--- src/core/tiu_pkg.sv ---
/*
  shared constants of the translation buffer invalidation unit:
  mmu type and invalidate support codes, state codes, ways field bias.
  assumes nothing of its surroundings.
*/
package tiu_pkg;
  // mmu type field codes
  localparam logic [2:0] TIU_MT_JOINT = 3'h1;
  localparam logic [2:0] TIU_MT_BLOCK = 3'h2;
  localparam logic [2:0] TIU_MT_FIXMAP = 3'h3;
  localparam logic [2:0] TIU_MT_SPLIT = 3'h4;
  // invalidate support field codes
  localparam logic [1:0] TIU_IE_NONE = 2'h0;
  localparam logic [1:0] TIU_IE_SW = 2'h2;
  localparam logic [1:0] TIU_IE_HW = 2'h3;
  // ways field is the way count less this bias
  localparam int TIU_WAYS_BIAS = 2;
  // walk state machine, one-hot
  typedef enum logic [1:0] {
    TIU_IDLE = 2'b01,
    TIU_WALK = 2'b10
  } tiu_state_t;
endpackage

--- src/core/tiu_entry.sv ---
/*
  one translation entry's tag, global and invalid flops plus its
  invalidate match test. assumes writes never overlap a walk.
*/
`timescale 1ns/10ps
`default_nettype none
module tiu_entry #(
  parameter int TAG_W = 8
) (
  input wire logic clk_sys,
  input wire logic reset,
  input wire logic wr_en,
  input wire logic [TAG_W-1:0] wr_tag,
  input wire logic wr_global,
  input wire logic sel,
  input wire logic flush,
  input wire logic [TAG_W-1:0] tag_ref,
  output logic hit,
  output logic invalid
);
  logic [TAG_W-1:0] tag_r, tag_nxt;
  logic global_r, global_nxt;
  logic inv_r, inv_nxt;

  // page number never enters the test, only tag and global
  always_comb begin
    hit = sel && (flush || (tag_r == tag_ref && !global_r));
  end

  // a write loads a fresh valid entry; a hit marks it invalid
  always_comb begin
    tag_nxt = tag_r;
    global_nxt = global_r;
    inv_nxt = inv_r;
    if (wr_en) begin
      tag_nxt = wr_tag;
      global_nxt = wr_global;
      inv_nxt = 1'b0;
    end
    if (hit) begin
      inv_nxt = 1'b1;
    end
  end

  always_ff @(posedge clk_sys) begin
    if (reset) begin
      tag_r <= '0;
      global_r <= 1'b0;
      inv_r <= 1'b1;
    end else begin
      tag_r <= tag_nxt;
      global_r <= global_nxt;
      inv_r <= inv_nxt;
    end
  end

  assign invalid = inv_r;
endmodule
`default_nettype wire

--- src/core/tiu_top.sv ---
/*
  invalidation unit: carries out invalidate-by-space and flush-range
  over an entry array held in flops, one entry per cycle, stalling the
  pipeline while it walks. assumes single-cycle request pulses from the
  pipeline, taken only while busy is low, and a synchronous active high reset.
*/
`timescale 1ns/10ps
`default_nettype none
module tiu_top import tiu_pkg::*; #(
  parameter int TAG_W = 8,
  parameter int VSIZE = 16,
  parameter int WAYS_LOG2 = 2,
  parameter int SETS = 8,
  parameter logic [1:0] IE_SUPPORT = TIU_IE_HW,
  parameter int IW = $clog2(VSIZE + (SETS << WAYS_LOG2))
) (
  input wire logic clk_sys,
  input wire logic reset,
  input wire logic inv_space_req,
  input wire logic flush_req,
  input wire logic priv_enable,
  input wire logic [2:0] mmu_type_field,
  input wire logic [IW-1:0] index_value,
  input wire logic [TAG_W-1:0] address_space_tag,
  input wire logic wr_en,
  input wire logic [IW-1:0] wr_index,
  input wire logic [TAG_W-1:0] wr_tag,
  input wire logic wr_global,
  input wire logic [IW-1:0] rd_index,
  output logic entry_invalid_bit,
  output logic [(VSIZE + (SETS << WAYS_LOG2))-1:0] invalid_vec,
  output logic busy,
  output logic done,
  output logic cop_unusable_exc,
  output logic reserved_instr_exc,
  output logic [1:0] invalidate_support_field,
  output logic [7:0] fixed_page_ways_field,
  output logic [7:0] fixed_page_sets_field
);
  localparam int WAYS = 1 << WAYS_LOG2;
  localparam int N = VSIZE + WAYS * SETS;
  localparam logic [IW-1:0] LAST_ALL = IW'(VSIZE - 1 + WAYS * SETS);
  localparam logic [IW-1:0] LAST_VAR = IW'(VSIZE - 1);
  localparam logic [IW-1:0] VBASE = IW'(VSIZE);
  localparam logic [IW-1:0] WAY_LAST = IW'(WAYS - 1);

  tiu_state_t state_r, state_nxt;
  logic [IW-1:0] cur_r, cur_nxt, end_r, end_nxt;
  logic flush_r, flush_nxt;
  logic [TAG_W-1:0] tag_r, tag_nxt;
  logic busy_r, busy_nxt, done_r, done_nxt;
  logic cpu_r, cpu_nxt, ri_r, ri_nxt;
  logic rd_inv_r;
  logic [1:0] ie_r;
  logic [7:0] ways_r, sets_r;
  logic [N-1:0] hit_vec, inv_vec;
  logic req_any, legal, start;
  logic [IW-1:0] set_base, start_end;

  // decode of the request; checks done in exception priority order
  always_comb begin
    req_any = (inv_space_req || flush_req) && !busy_r;
    legal = (IE_SUPPORT >= TIU_IE_SW) &&
            (mmu_type_field == TIU_MT_JOINT || mmu_type_field == TIU_MT_SPLIT);
    start = req_any && priv_enable && legal;
    set_base = VBASE + (((index_value - VBASE) >> WAYS_LOG2) << WAYS_LOG2);
    // range starts low except a software split fixed-set walk, which starts at set_base; pinned entries get no protection
    if (mmu_type_field == TIU_MT_JOINT) begin
      start_end = LAST_ALL;
    end else if (IE_SUPPORT == TIU_IE_HW) begin
      start_end = LAST_ALL;
    end else if (index_value < VBASE) begin
      start_end = LAST_VAR;
    end else begin
      start_end = set_base + WAY_LAST;
    end
  end

  // walk control: one entry per cycle, busy stalls the pipeline
  always_comb begin
    state_nxt = state_r;
    cur_nxt = cur_r;
    end_nxt = end_r;
    flush_nxt = flush_r;
    tag_nxt = tag_r;
    done_nxt = 1'b0;
    cpu_nxt = req_any && !priv_enable;
    ri_nxt = req_any && priv_enable && !legal;
    unique case (state_r)
      TIU_IDLE: begin
        if (start) begin
          state_nxt = TIU_WALK;
          flush_nxt = flush_req; // flush wins if both are raised
          tag_nxt = address_space_tag;
          end_nxt = start_end;
          cur_nxt = (mmu_type_field == TIU_MT_SPLIT && IE_SUPPORT == TIU_IE_SW &&
                     index_value >= VBASE) ? set_base : '0;
        end
      end
      TIU_WALK: begin
        if (cur_r == end_r) begin
          state_nxt = TIU_IDLE;
          done_nxt = 1'b1;
        end else begin
          cur_nxt = cur_r + 1'b1;
        end
      end
    endcase
    busy_nxt = (state_nxt == TIU_WALK);
  end

  always_ff @(posedge clk_sys) begin
    if (reset) begin
      state_r <= TIU_IDLE;
      cur_r <= '0;
      end_r <= '0;
      flush_r <= 1'b0;
      tag_r <= '0;
      busy_r <= 1'b0;
      done_r <= 1'b0;
      cpu_r <= 1'b0;
      ri_r <= 1'b0;
    end else begin
      state_r <= state_nxt;
      cur_r <= cur_nxt;
      end_r <= end_nxt;
      flush_r <= flush_nxt;
      tag_r <= tag_nxt;
      busy_r <= busy_nxt;
      done_r <= done_nxt;
      cpu_r <= cpu_nxt;
      ri_r <= ri_nxt;
    end
  end

  // entry array; writes are held off during a walk so no flag races
  for (genvar i = 0; i < N; i++) begin : g_ent
    tiu_entry #(.TAG_W(TAG_W)) u_ent (
      .clk_sys(clk_sys),
      .reset(reset),
      .wr_en(wr_en && !busy_r && wr_index == IW'(i)),
      .wr_tag(wr_tag),
      .wr_global(wr_global),
      .sel(state_r == TIU_WALK && cur_r == IW'(i)),
      .flush(flush_r),
      .tag_ref(tag_r),
      .hit(hit_vec[i]),
      .invalid(inv_vec[i])
    );
  end

  // status and configuration readback, registered
  always_ff @(posedge clk_sys) begin
    if (reset) begin
      rd_inv_r <= 1'b0;
      ie_r <= TIU_IE_NONE;
      ways_r <= '0;
      sets_r <= '0;
    end else begin
      rd_inv_r <= inv_vec[rd_index];
      ie_r <= IE_SUPPORT;
      ways_r <= 8'(WAYS - TIU_WAYS_BIAS);
      sets_r <= 8'(SETS);
    end
  end

  assign entry_invalid_bit = rd_inv_r;
  assign invalid_vec = inv_vec;
  assign busy = busy_r;
  assign done = done_r;
  assign cop_unusable_exc = cpu_r;
  assign reserved_instr_exc = ri_r;
  assign invalidate_support_field = ie_r;
  assign fixed_page_ways_field = ways_r;
  assign fixed_page_sets_field = sets_r;

  // checks
  property p_cpu_exc;
    @(posedge clk_sys) disable iff (reset)
    req_any && !priv_enable |=> cpu_r && !busy_r && !ri_r;
  endproperty
  a_cpu_exc: assert property (p_cpu_exc) else $error("no coprocessor unusable");

  property p_ri_exc;
    @(posedge clk_sys) disable iff (reset)
    req_any && priv_enable && (mmu_type_field == TIU_MT_BLOCK || mmu_type_field == TIU_MT_FIXMAP)
      |=> ri_r && !busy_r;
  endproperty
  a_ri_exc: assert property (p_ri_exc) else $error("no reserved instruction");

  property p_busy_start;
    @(posedge clk_sys) disable iff (reset)
    start |=> busy_r && state_r == TIU_WALK;
  endproperty
  a_busy_start: assert property (p_busy_start) else $error("walk not started");

  property p_global_kept;
    @(posedge clk_sys) disable iff (reset)
    state_r == TIU_WALK && !flush_r && !hit_vec[cur_r] && !inv_vec[cur_r] |=> !inv_vec[$past(cur_r)];
  endproperty
  a_global_kept: assert property (p_global_kept) else $error("entry wrongly invalidated");

  property p_hit_clears;
    @(posedge clk_sys) disable iff (reset)
    state_r == TIU_WALK && hit_vec[cur_r] |=> inv_vec[$past(cur_r)];
  endproperty
  a_hit_clears: assert property (p_hit_clears) else $error("matching entry kept");

  property p_flush_all;
    @(posedge clk_sys) disable iff (reset)
    state_r == TIU_WALK && flush_r |-> hit_vec[cur_r];
  endproperty
  a_flush_all: assert property (p_flush_all) else $error("flush missed entry");

  property p_joint_full;
    @(posedge clk_sys) disable iff (reset)
    start && mmu_type_field == TIU_MT_JOINT |=> cur_r == '0 && end_r == LAST_ALL;
  endproperty
  a_joint_full: assert property (p_joint_full) else $error("joint range wrong");

  property p_hw_full;
    @(posedge clk_sys) disable iff (reset)
    start && IE_SUPPORT == TIU_IE_HW |=> cur_r == '0 && end_r == LAST_ALL;
  endproperty
  a_hw_full: assert property (p_hw_full) else $error("hardware walk range wrong");

  property p_var_range;
    @(posedge clk_sys) disable iff (reset)
    start && mmu_type_field == TIU_MT_SPLIT && IE_SUPPORT == TIU_IE_SW && index_value < VBASE
      |=> cur_r == '0 && end_r == LAST_VAR;
  endproperty
  a_var_range: assert property (p_var_range) else $error("variable range wrong");

  property p_walk_end;
    @(posedge clk_sys) disable iff (reset)
    state_r == TIU_WALK && cur_r == end_r |=> !busy_r && done_r ##1 !done_r;
  endproperty
  a_walk_end: assert property (p_walk_end) else $error("walk end wrong");

  c_flush: cover property (@(posedge clk_sys) disable iff (reset) start && flush_req ##[1:100] done_r);
  c_space: cover property (@(posedge clk_sys) disable iff (reset) start && !flush_req ##[1:100] done_r);
  c_cpu: cover property (@(posedge clk_sys) disable iff (reset) cpu_r);
  c_ri: cover property (@(posedge clk_sys) disable iff (reset) ri_r);
endmodule
`default_nettype wire

--- config.mk ---
export PLATFORM = sky130hd
export DESIGN_NAME = tiu_top
export DESIGN_NICKNAME = d
export VERILOG_FILES = /design/src/core/tiu_pkg.sv /design/src/core/tiu_entry.sv /design/src/core/tiu_top.sv
export SDC_FILE = /design/constraint.sdc
export NUM_CORES = 1
export LEC_CHECK = 0
export BUFFER_PORTS_ARGS = -buffer_cell sky130_fd_sc_hd__buf_2
export CORE_MARGIN = 4
export CORE_UTILIZATION = 38
export DETAILED_ROUTE_END_ITERATION = 16
export PLACE_DENSITY = 0.54
export SYNTH_ARGS = -nofsm -noshare
export SYNTH_HDL_FRONTEND = slang
export SYNTH_SLANG_ARGS = --single-unit
export TNS_END_PERCENT = 100
--- constraint.sdc ---
create_clock -name clk_sys -period 1.95 [get_ports clk_sys]
set_clock_uncertainty 0.05 [all_clocks]
set_input_delay 0.0975 -clock clk_sys [delete_from_list [all_inputs] [get_ports clk_sys]]
set_output_delay 0.0975 -clock clk_sys [all_outputs]
set_load 0.02 [all_outputs]
# After elaboration in Yosys (flattened, before gate mapping)
# Cells that the tools add are included.
dict set report op_classes {
  eq_ne 150
  muxes 12
  magnitude_cmp 1
  addsub 1
  bitwise 1
  n_reduce_logical 352
}
# cell count
set ops {}
lappend ops {{8-bit equality test} 48}
lappend ops {{1-bit logical AND} 198}
lappend ops {{6-bit by 5-bit equality test with 1-bit output, second input constant} 32}
lappend ops {{6-bit equality test, second input constant} 32}
lappend ops {{2-bit OR reduction} 49}
lappend ops {{6-bit by 4-bit equality test with 1-bit output, second input constant} 16}
lappend ops {{1-bit zero test} 51}
lappend ops {{1-bit logical OR} 50}
lappend ops {{6-bit by 3-bit equality test with 1-bit output, second input constant} 8}
lappend ops {{6-bit by 2-bit equality test with 1-bit output, second input constant} 4}
lappend ops {{6-bit by 1-bit equality test with 1-bit output, second input constant} 2}
lappend ops {{6-bit zero test} 2}
lappend ops {{6-bit 2-to-1 mux} 2}
lappend ops {{6-bit case mux with 2 select lines} 1}
lappend ops {{2-bit 2-to-1 mux} 4}
lappend ops {{6-bit by 7-bit less-than comparator with 1-bit output, second input constant} 1}
lappend ops {{6-bit by 1-bit adder with 6-bit output, second input constant} 1}
lappend ops {{1-bit binary-select mux with 6-bit select} 1}
lappend ops {{6-bit equality test} 1}
lappend ops {{2-bit equality test, second input constant} 2}
lappend ops {{4-bit 2-to-1 mux} 1}
lappend ops {{2-bit != test, second input constant} 2}
lappend ops {{2-bit case mux with 2 select lines} 1}
lappend ops {{2-bit AND reduction} 2}
lappend ops {{other kinds (5)} 6}
dict set report word_totals {
  out_inout_bits 71
  ff_bits 521
  inputBits 44
  word_cells 674
}

# Logic depth before layout (Yosys ltp)
dict set report logic_depth {
  depth_word 7
  ltp_mapped 8
}

# Cells and area by module
# From an unflattened synthesis, not the netlist that was laid out.
dict set report unflattened {
  hier_cells 2420
  hier_area_um2 23587.6
}
# mod cells_each n_inst seq_area_each_um2 area_per_inst_um2
set modules_own_cells {}
lappend modules_own_cells {tiu_entry 44 48 200.2 445.4}
lappend modules_own_cells {tiu_top 308 1 480.5 2207.1}

# Worst setup path after synthesis
# Ideal clock, no wire load.
dict set report synth_timing {
  path_type {reg-to-reg}
  from {register busy_r (netlist: busy)}
  to {register g_ent[41].u_ent.inv_r}
  period_less_slack_ns 1.707
  t_arrival_ns 1.527
  slack_ns 0.243
  t_required_ns 1.770
  path_stages_with_launch 9
  setup_ns 0.130
  path_cell_list {dfxtp_1 nor3b_2 and2_1 buf_4 buf_4 buf_6 nand2_4 a21oi_1 o31ai_1}
}
dict set report synth_between {
  elab_chain_cells 3
}
# element line
set synth_rtl {}
lappend synth_rtl {{start, declared} tiu_top.sv:51} ;# logic busy_r, busy_nxt, done_r, done_nxt;
lappend synth_rtl {{start signal, assigned} tiu_top.sv:129} ;# busy_r <= busy_nxt;
lappend synth_rtl {{1-bit zero test} tiu_top.sv:141} ;# .wr_en(wr_en && !busy_r && wr_index == IW'(i)),
lappend synth_rtl {{1-bit logical AND (2 in a row)} tiu_top.sv:141}
lappend synth_rtl {{end signal, assigned} tiu_entry.sv:53} ;# inv_r <= inv_nxt;
lappend synth_rtl {{end, declared} tiu_entry.sv:23} ;# logic inv_r, inv_nxt;
# Every way passes these cells.
# A chain may end at the register's enable or synchronous reset.

# Worst setup path after layout
dict set report layout_timing {
  from {register tag_r[1]}
  to {register g_ent[42].u_ent.inv_r}
}
dict set report layout_between {
  elab_chain_cells 5
}
# element line
set layout_rtl {}
lappend layout_rtl {{start, declared} tiu_top.sv:50} ;# logic [TAG_W-1:0] tag_r, tag_nxt;
lappend layout_rtl {{start signal, assigned} tiu_top.sv:128} ;# tag_r <= tag_nxt;
lappend layout_rtl {{8-bit equality test} tiu_entry.sv:27} ;# hit = sel && (flush || (tag_r == tag_ref && !global_r));
lappend layout_rtl {{1-bit logical AND} tiu_entry.sv:27}
lappend layout_rtl {{1-bit logical OR} tiu_entry.sv:27}
lappend layout_rtl {{1-bit logical AND} tiu_entry.sv:27}
lappend layout_rtl {{2-bit OR reduction (no source line)} --}
lappend layout_rtl {{end signal, assigned} tiu_entry.sv:53}
lappend layout_rtl {{end, declared} tiu_entry.sv:23}
# Every way passes these cells.

==> impl_metrics.csv <==
group,metric,value,unit
clock_network,cts-htree-levels,2,
synthesis,synthTopCellsByArea,"dfxtp_1 (42%), xnor2_1 (12%), a21oi_1 (7.0%), mux2i_1 (6.3%), nand3_1 (6.2%)",
route,finalWirelength,79100,um
floorplanning,die_area,68000,um^2
synthesis,netlist_instances,2804,
route,wl_per_cell,21.2,um
critical_path,critPathSlowestCell,"dfxtp_4",
route,vias,20200,
place,io_buffers,94,
clock_network,clk_latency,0.59,ns
timing,rsz0062_at_grt,"false",
global_route,met1_usage,0.294,
outcome,status,"finished, final reports clean",
cells_and_area,post-route-util,0.449,
place,routabilityCongestion,0.839,
timing,period_minus_slack,1.86,ns
timing,worstMarginPinSlew,0.698,ns
floorplanning,die_h,261,um
critical_path,path_cells,"buf_12, buf_12, xnor2_1, nand4_1, nor3_1, a41oi_1, o31ai_1",
route,drcViolationCount,0,
critical_path,arrival,2.28,ns
floorplanning,initial_core_util,0.384,
route,drtAntennaViolNets,0,
clock_network,cts_buffers,53,
route,via_per_inst,5.41,
cells_and_area,syn2layout_area_growth,16.8,%
timing,finalHoldViolations,0,
critical_path,crit_type,"reg2reg",
timing,fin_crit_sh,0.953,
synthesis,ys_ff_latch,504,
floorplanning,io_pins,115,
synthesis,synth_area_per_cell,8.65,um^2
timing,setup_tns,0,ns
worst_hold_path,hold_path.class,"in2reg",
critical_path,critPathRequiredTime,2.37,ns
power_and_ir_drop,power_density,818,nW/um^2
power_and_ir_drop,p_leak,9.78,nW
timing,fmax,538,MHz
timing,relSlewSlack,0.534,
place,placed_cells,3608,
critical_path,end_kind,"register",
synthesis,synthFlopType,"dfxtp_1",
synthesis,synth.cell_area,24300,um^2
place,hpwl,51100,um
clock_network,ctsRootBufferMaster,"clkbuf_16",
floorplanning,coreArea,63200,um^2
run,drv_cap,0,
critical_path,r2r_setup_slack,0.09,ns
timing,setup_viol,0,
critical_path,max_stage_delay,0.37,ns
global_route,grt.total_usage,0.228,
synthesis,yosys.area.top_type,"dfxtp_1",
route,drtIter0Drc,1528,
power_and_ir_drop,finalPower,0.0232,W
global_route,met3_usage,0.0251,
route,firstDrtPassIters,5,
synthesis,yosys_warnings,0,
synthesis,synth_common_cells,"dfxtp_1 (504), a21oi_1 (338), xnor2_1 (337)",
floorplanning,die_x,261,um
critical_path,cp_common_cell,"buf_12",
clock_network,clock-sinks,504,
synthesis,synth_cell_type_count,50,
cells_and_area,fin_cells,3737,
timing,finalMaxSlewViolations,0,
cells_and_area,fin_nets,2895,
global_route,antenna_found_initial,4,
power_and_ir_drop,ir_drop,0.000568,V
critical_path,path_buf_inv,2,
synthesis,netlist.area_leader.share,0.416,
clock_network,tritoncts,"done",
synthesis,yosysMostFrequentCell,"dfxtp_1",
cells_and_area,drive_gt1_frac,0.146,
synthesis,synthArstFlopShare,0,
global_route,grt_max_degree,82,
global_route,grt_first_pass_wirelength,120000,um
floorplanning,rows,92,
critical_path,cp_max_fo,15,
critical_path,critical-path-top-delay-family,"compound AO/OA/AOI/OAI gates",
clock_network,clkTransAtPathRegs,0.06,ns
critical_path,cp-start-kind,"register",
clock_network,ctsLongestPathBuffers,3,
global_route,overflow,0,
global_route,grt_util_met2,0.390,
synthesis,synth_seq_area_share,0.416,
global_route,top_usage_layer,"met2",
synthesis,synth_enable_flop_cells,0,
global_route,grt_pass1_vias,20000,
[worst reg2reg max path: stages, from the launching register on]
cell	delay (ns)
dfxtp_4	0.37
buf_12	0.19
buf_12	0.21
xnor2_1	0.15
nand4_1	0.10
nor3_1	0.18
a41oi_1	0.15
o31ai_1	0.35
[state kept, by name, summed over array words and instances (netlist names)]
register                  cells
end_r                         1
cur_r                         6
g_ent.u_ent.invalid          48
flush_r                       1
g_ent.u_ent.tag_r           384
tag_r                         8
g_ent.u_ent.global_r         48
entry_invalid_bit             1
done                          1
state_r                       2
cop_unusable_exc              1
invalidate_support_field      1
busy                          1
reserved_instr_exc            1
[what timing repair did]
item	in CTS	in global routing
hold buffers	26	0
gates cloned	0	1
gates resized for setup	1	4
buffers inserted	0	3
endpoints found under the hold margin	136	0
setup endpoints to repair	1	8
[kinds of logic (layout without fill, tap and decap cells)]
logic type / after synthesis / after routing / synth area share
AOI/OAI and AO/OA: 457 / 457 / 0.109
xor gates and xnor gates: 389 / 389 / 0.140
adders and majority gates: 4 / 4 / 0.00206
buffers and inverters: 319 / 391 / 0.0683
DFF: 504 / 504 / 0.416
muxes: 164 / 164 / 0.0738
other: 1 / 16 / 0.000155
and+or+nand+nor: 966 / 966 / 0.190
[layout by cell type, fill, tap and decap left out, types with 3 or more instances in the layout]
master and n:
nand3_1 300, mux2i_1 152, dfxtp_1 495, buf_4 114, a21oi_1 338, o311ai_0 7
clkbuf_8 16, nand4_1 51, nand2_1 332, or2_1 5, nor3_2 5, dfxtp_4 8
nor2_1 157, nand2b_4 4, bufinv_16 6, ha_1 4, buf_12 53, buf_2 93
nor2b_1 3, o31ai_1 39, dlygate4sd3_1 26, clkbuf_1 15, nand2_4 10, nor3_1 52
clkbuf_16 54, clkinv_2 5, mux4_2 12, xnor2_1 337, nand2b_1 7, nor2_2 4
conb_1 14, nor2_8 8, o21ai_0 14, inv_1 5, a41oi_1 48, nand2_2 12
xor2_1 52
[final timing paths]
kind | end | from | depth (start not counted)
max reg2reg | g_ent[42].u_ent.invalid | tag_r[1] | 7
min reg2reg | g_ent[19].u_ent.global_r | g_ent[19].u_ent.global_r | 2
min | g_ent[8].u_ent.tag_r[6] | wr_index[3] | 5
max | g_ent[42].u_ent.invalid | tag_r[1] | 7
[cell type report]
class | instances | area (um^2)
clock inverter | 13 | 219
fill | 5953 | 34800
tap | 846 | 1060
clock buffer | 84 | 1600
timing repair buffer | 289 | 2690
sequential | 504 | 10100
antenna | 2 | 5.00
inverter | 5 | 18.8
multi-input combinational | 1994 | 12600
[routing by layer]
layer  share of wire  wire [um]  vias up
met2            0.48      38000      625
met4           0.038       2970        0
li1                -          -     9575
met5               0          0        -
met1            0.43      33800     9848
met3           0.055       4340      164
[power breakdown]
part           total (W)  switching, W  internal (W)
Clock             0.0106       0.00423       0.00640
Sequential        0.0104     0.0000562        0.0103
Combinational    0.00216       0.00136      0.000801
[metrics by stage]
step,area (um^2),setup slack [ns],hold WS (ns)
floorplan,24300,0.243,0.127
global placement,26200,0.0191,0.238
detailed placement,26200,0.00212,0.257
CTS,28300,0.0262,0.00670
global route,28300,0.00304,0.0334
finish,28400,0.0918,0.0398
No activity file was read; power rests on OpenSTA's default activity.
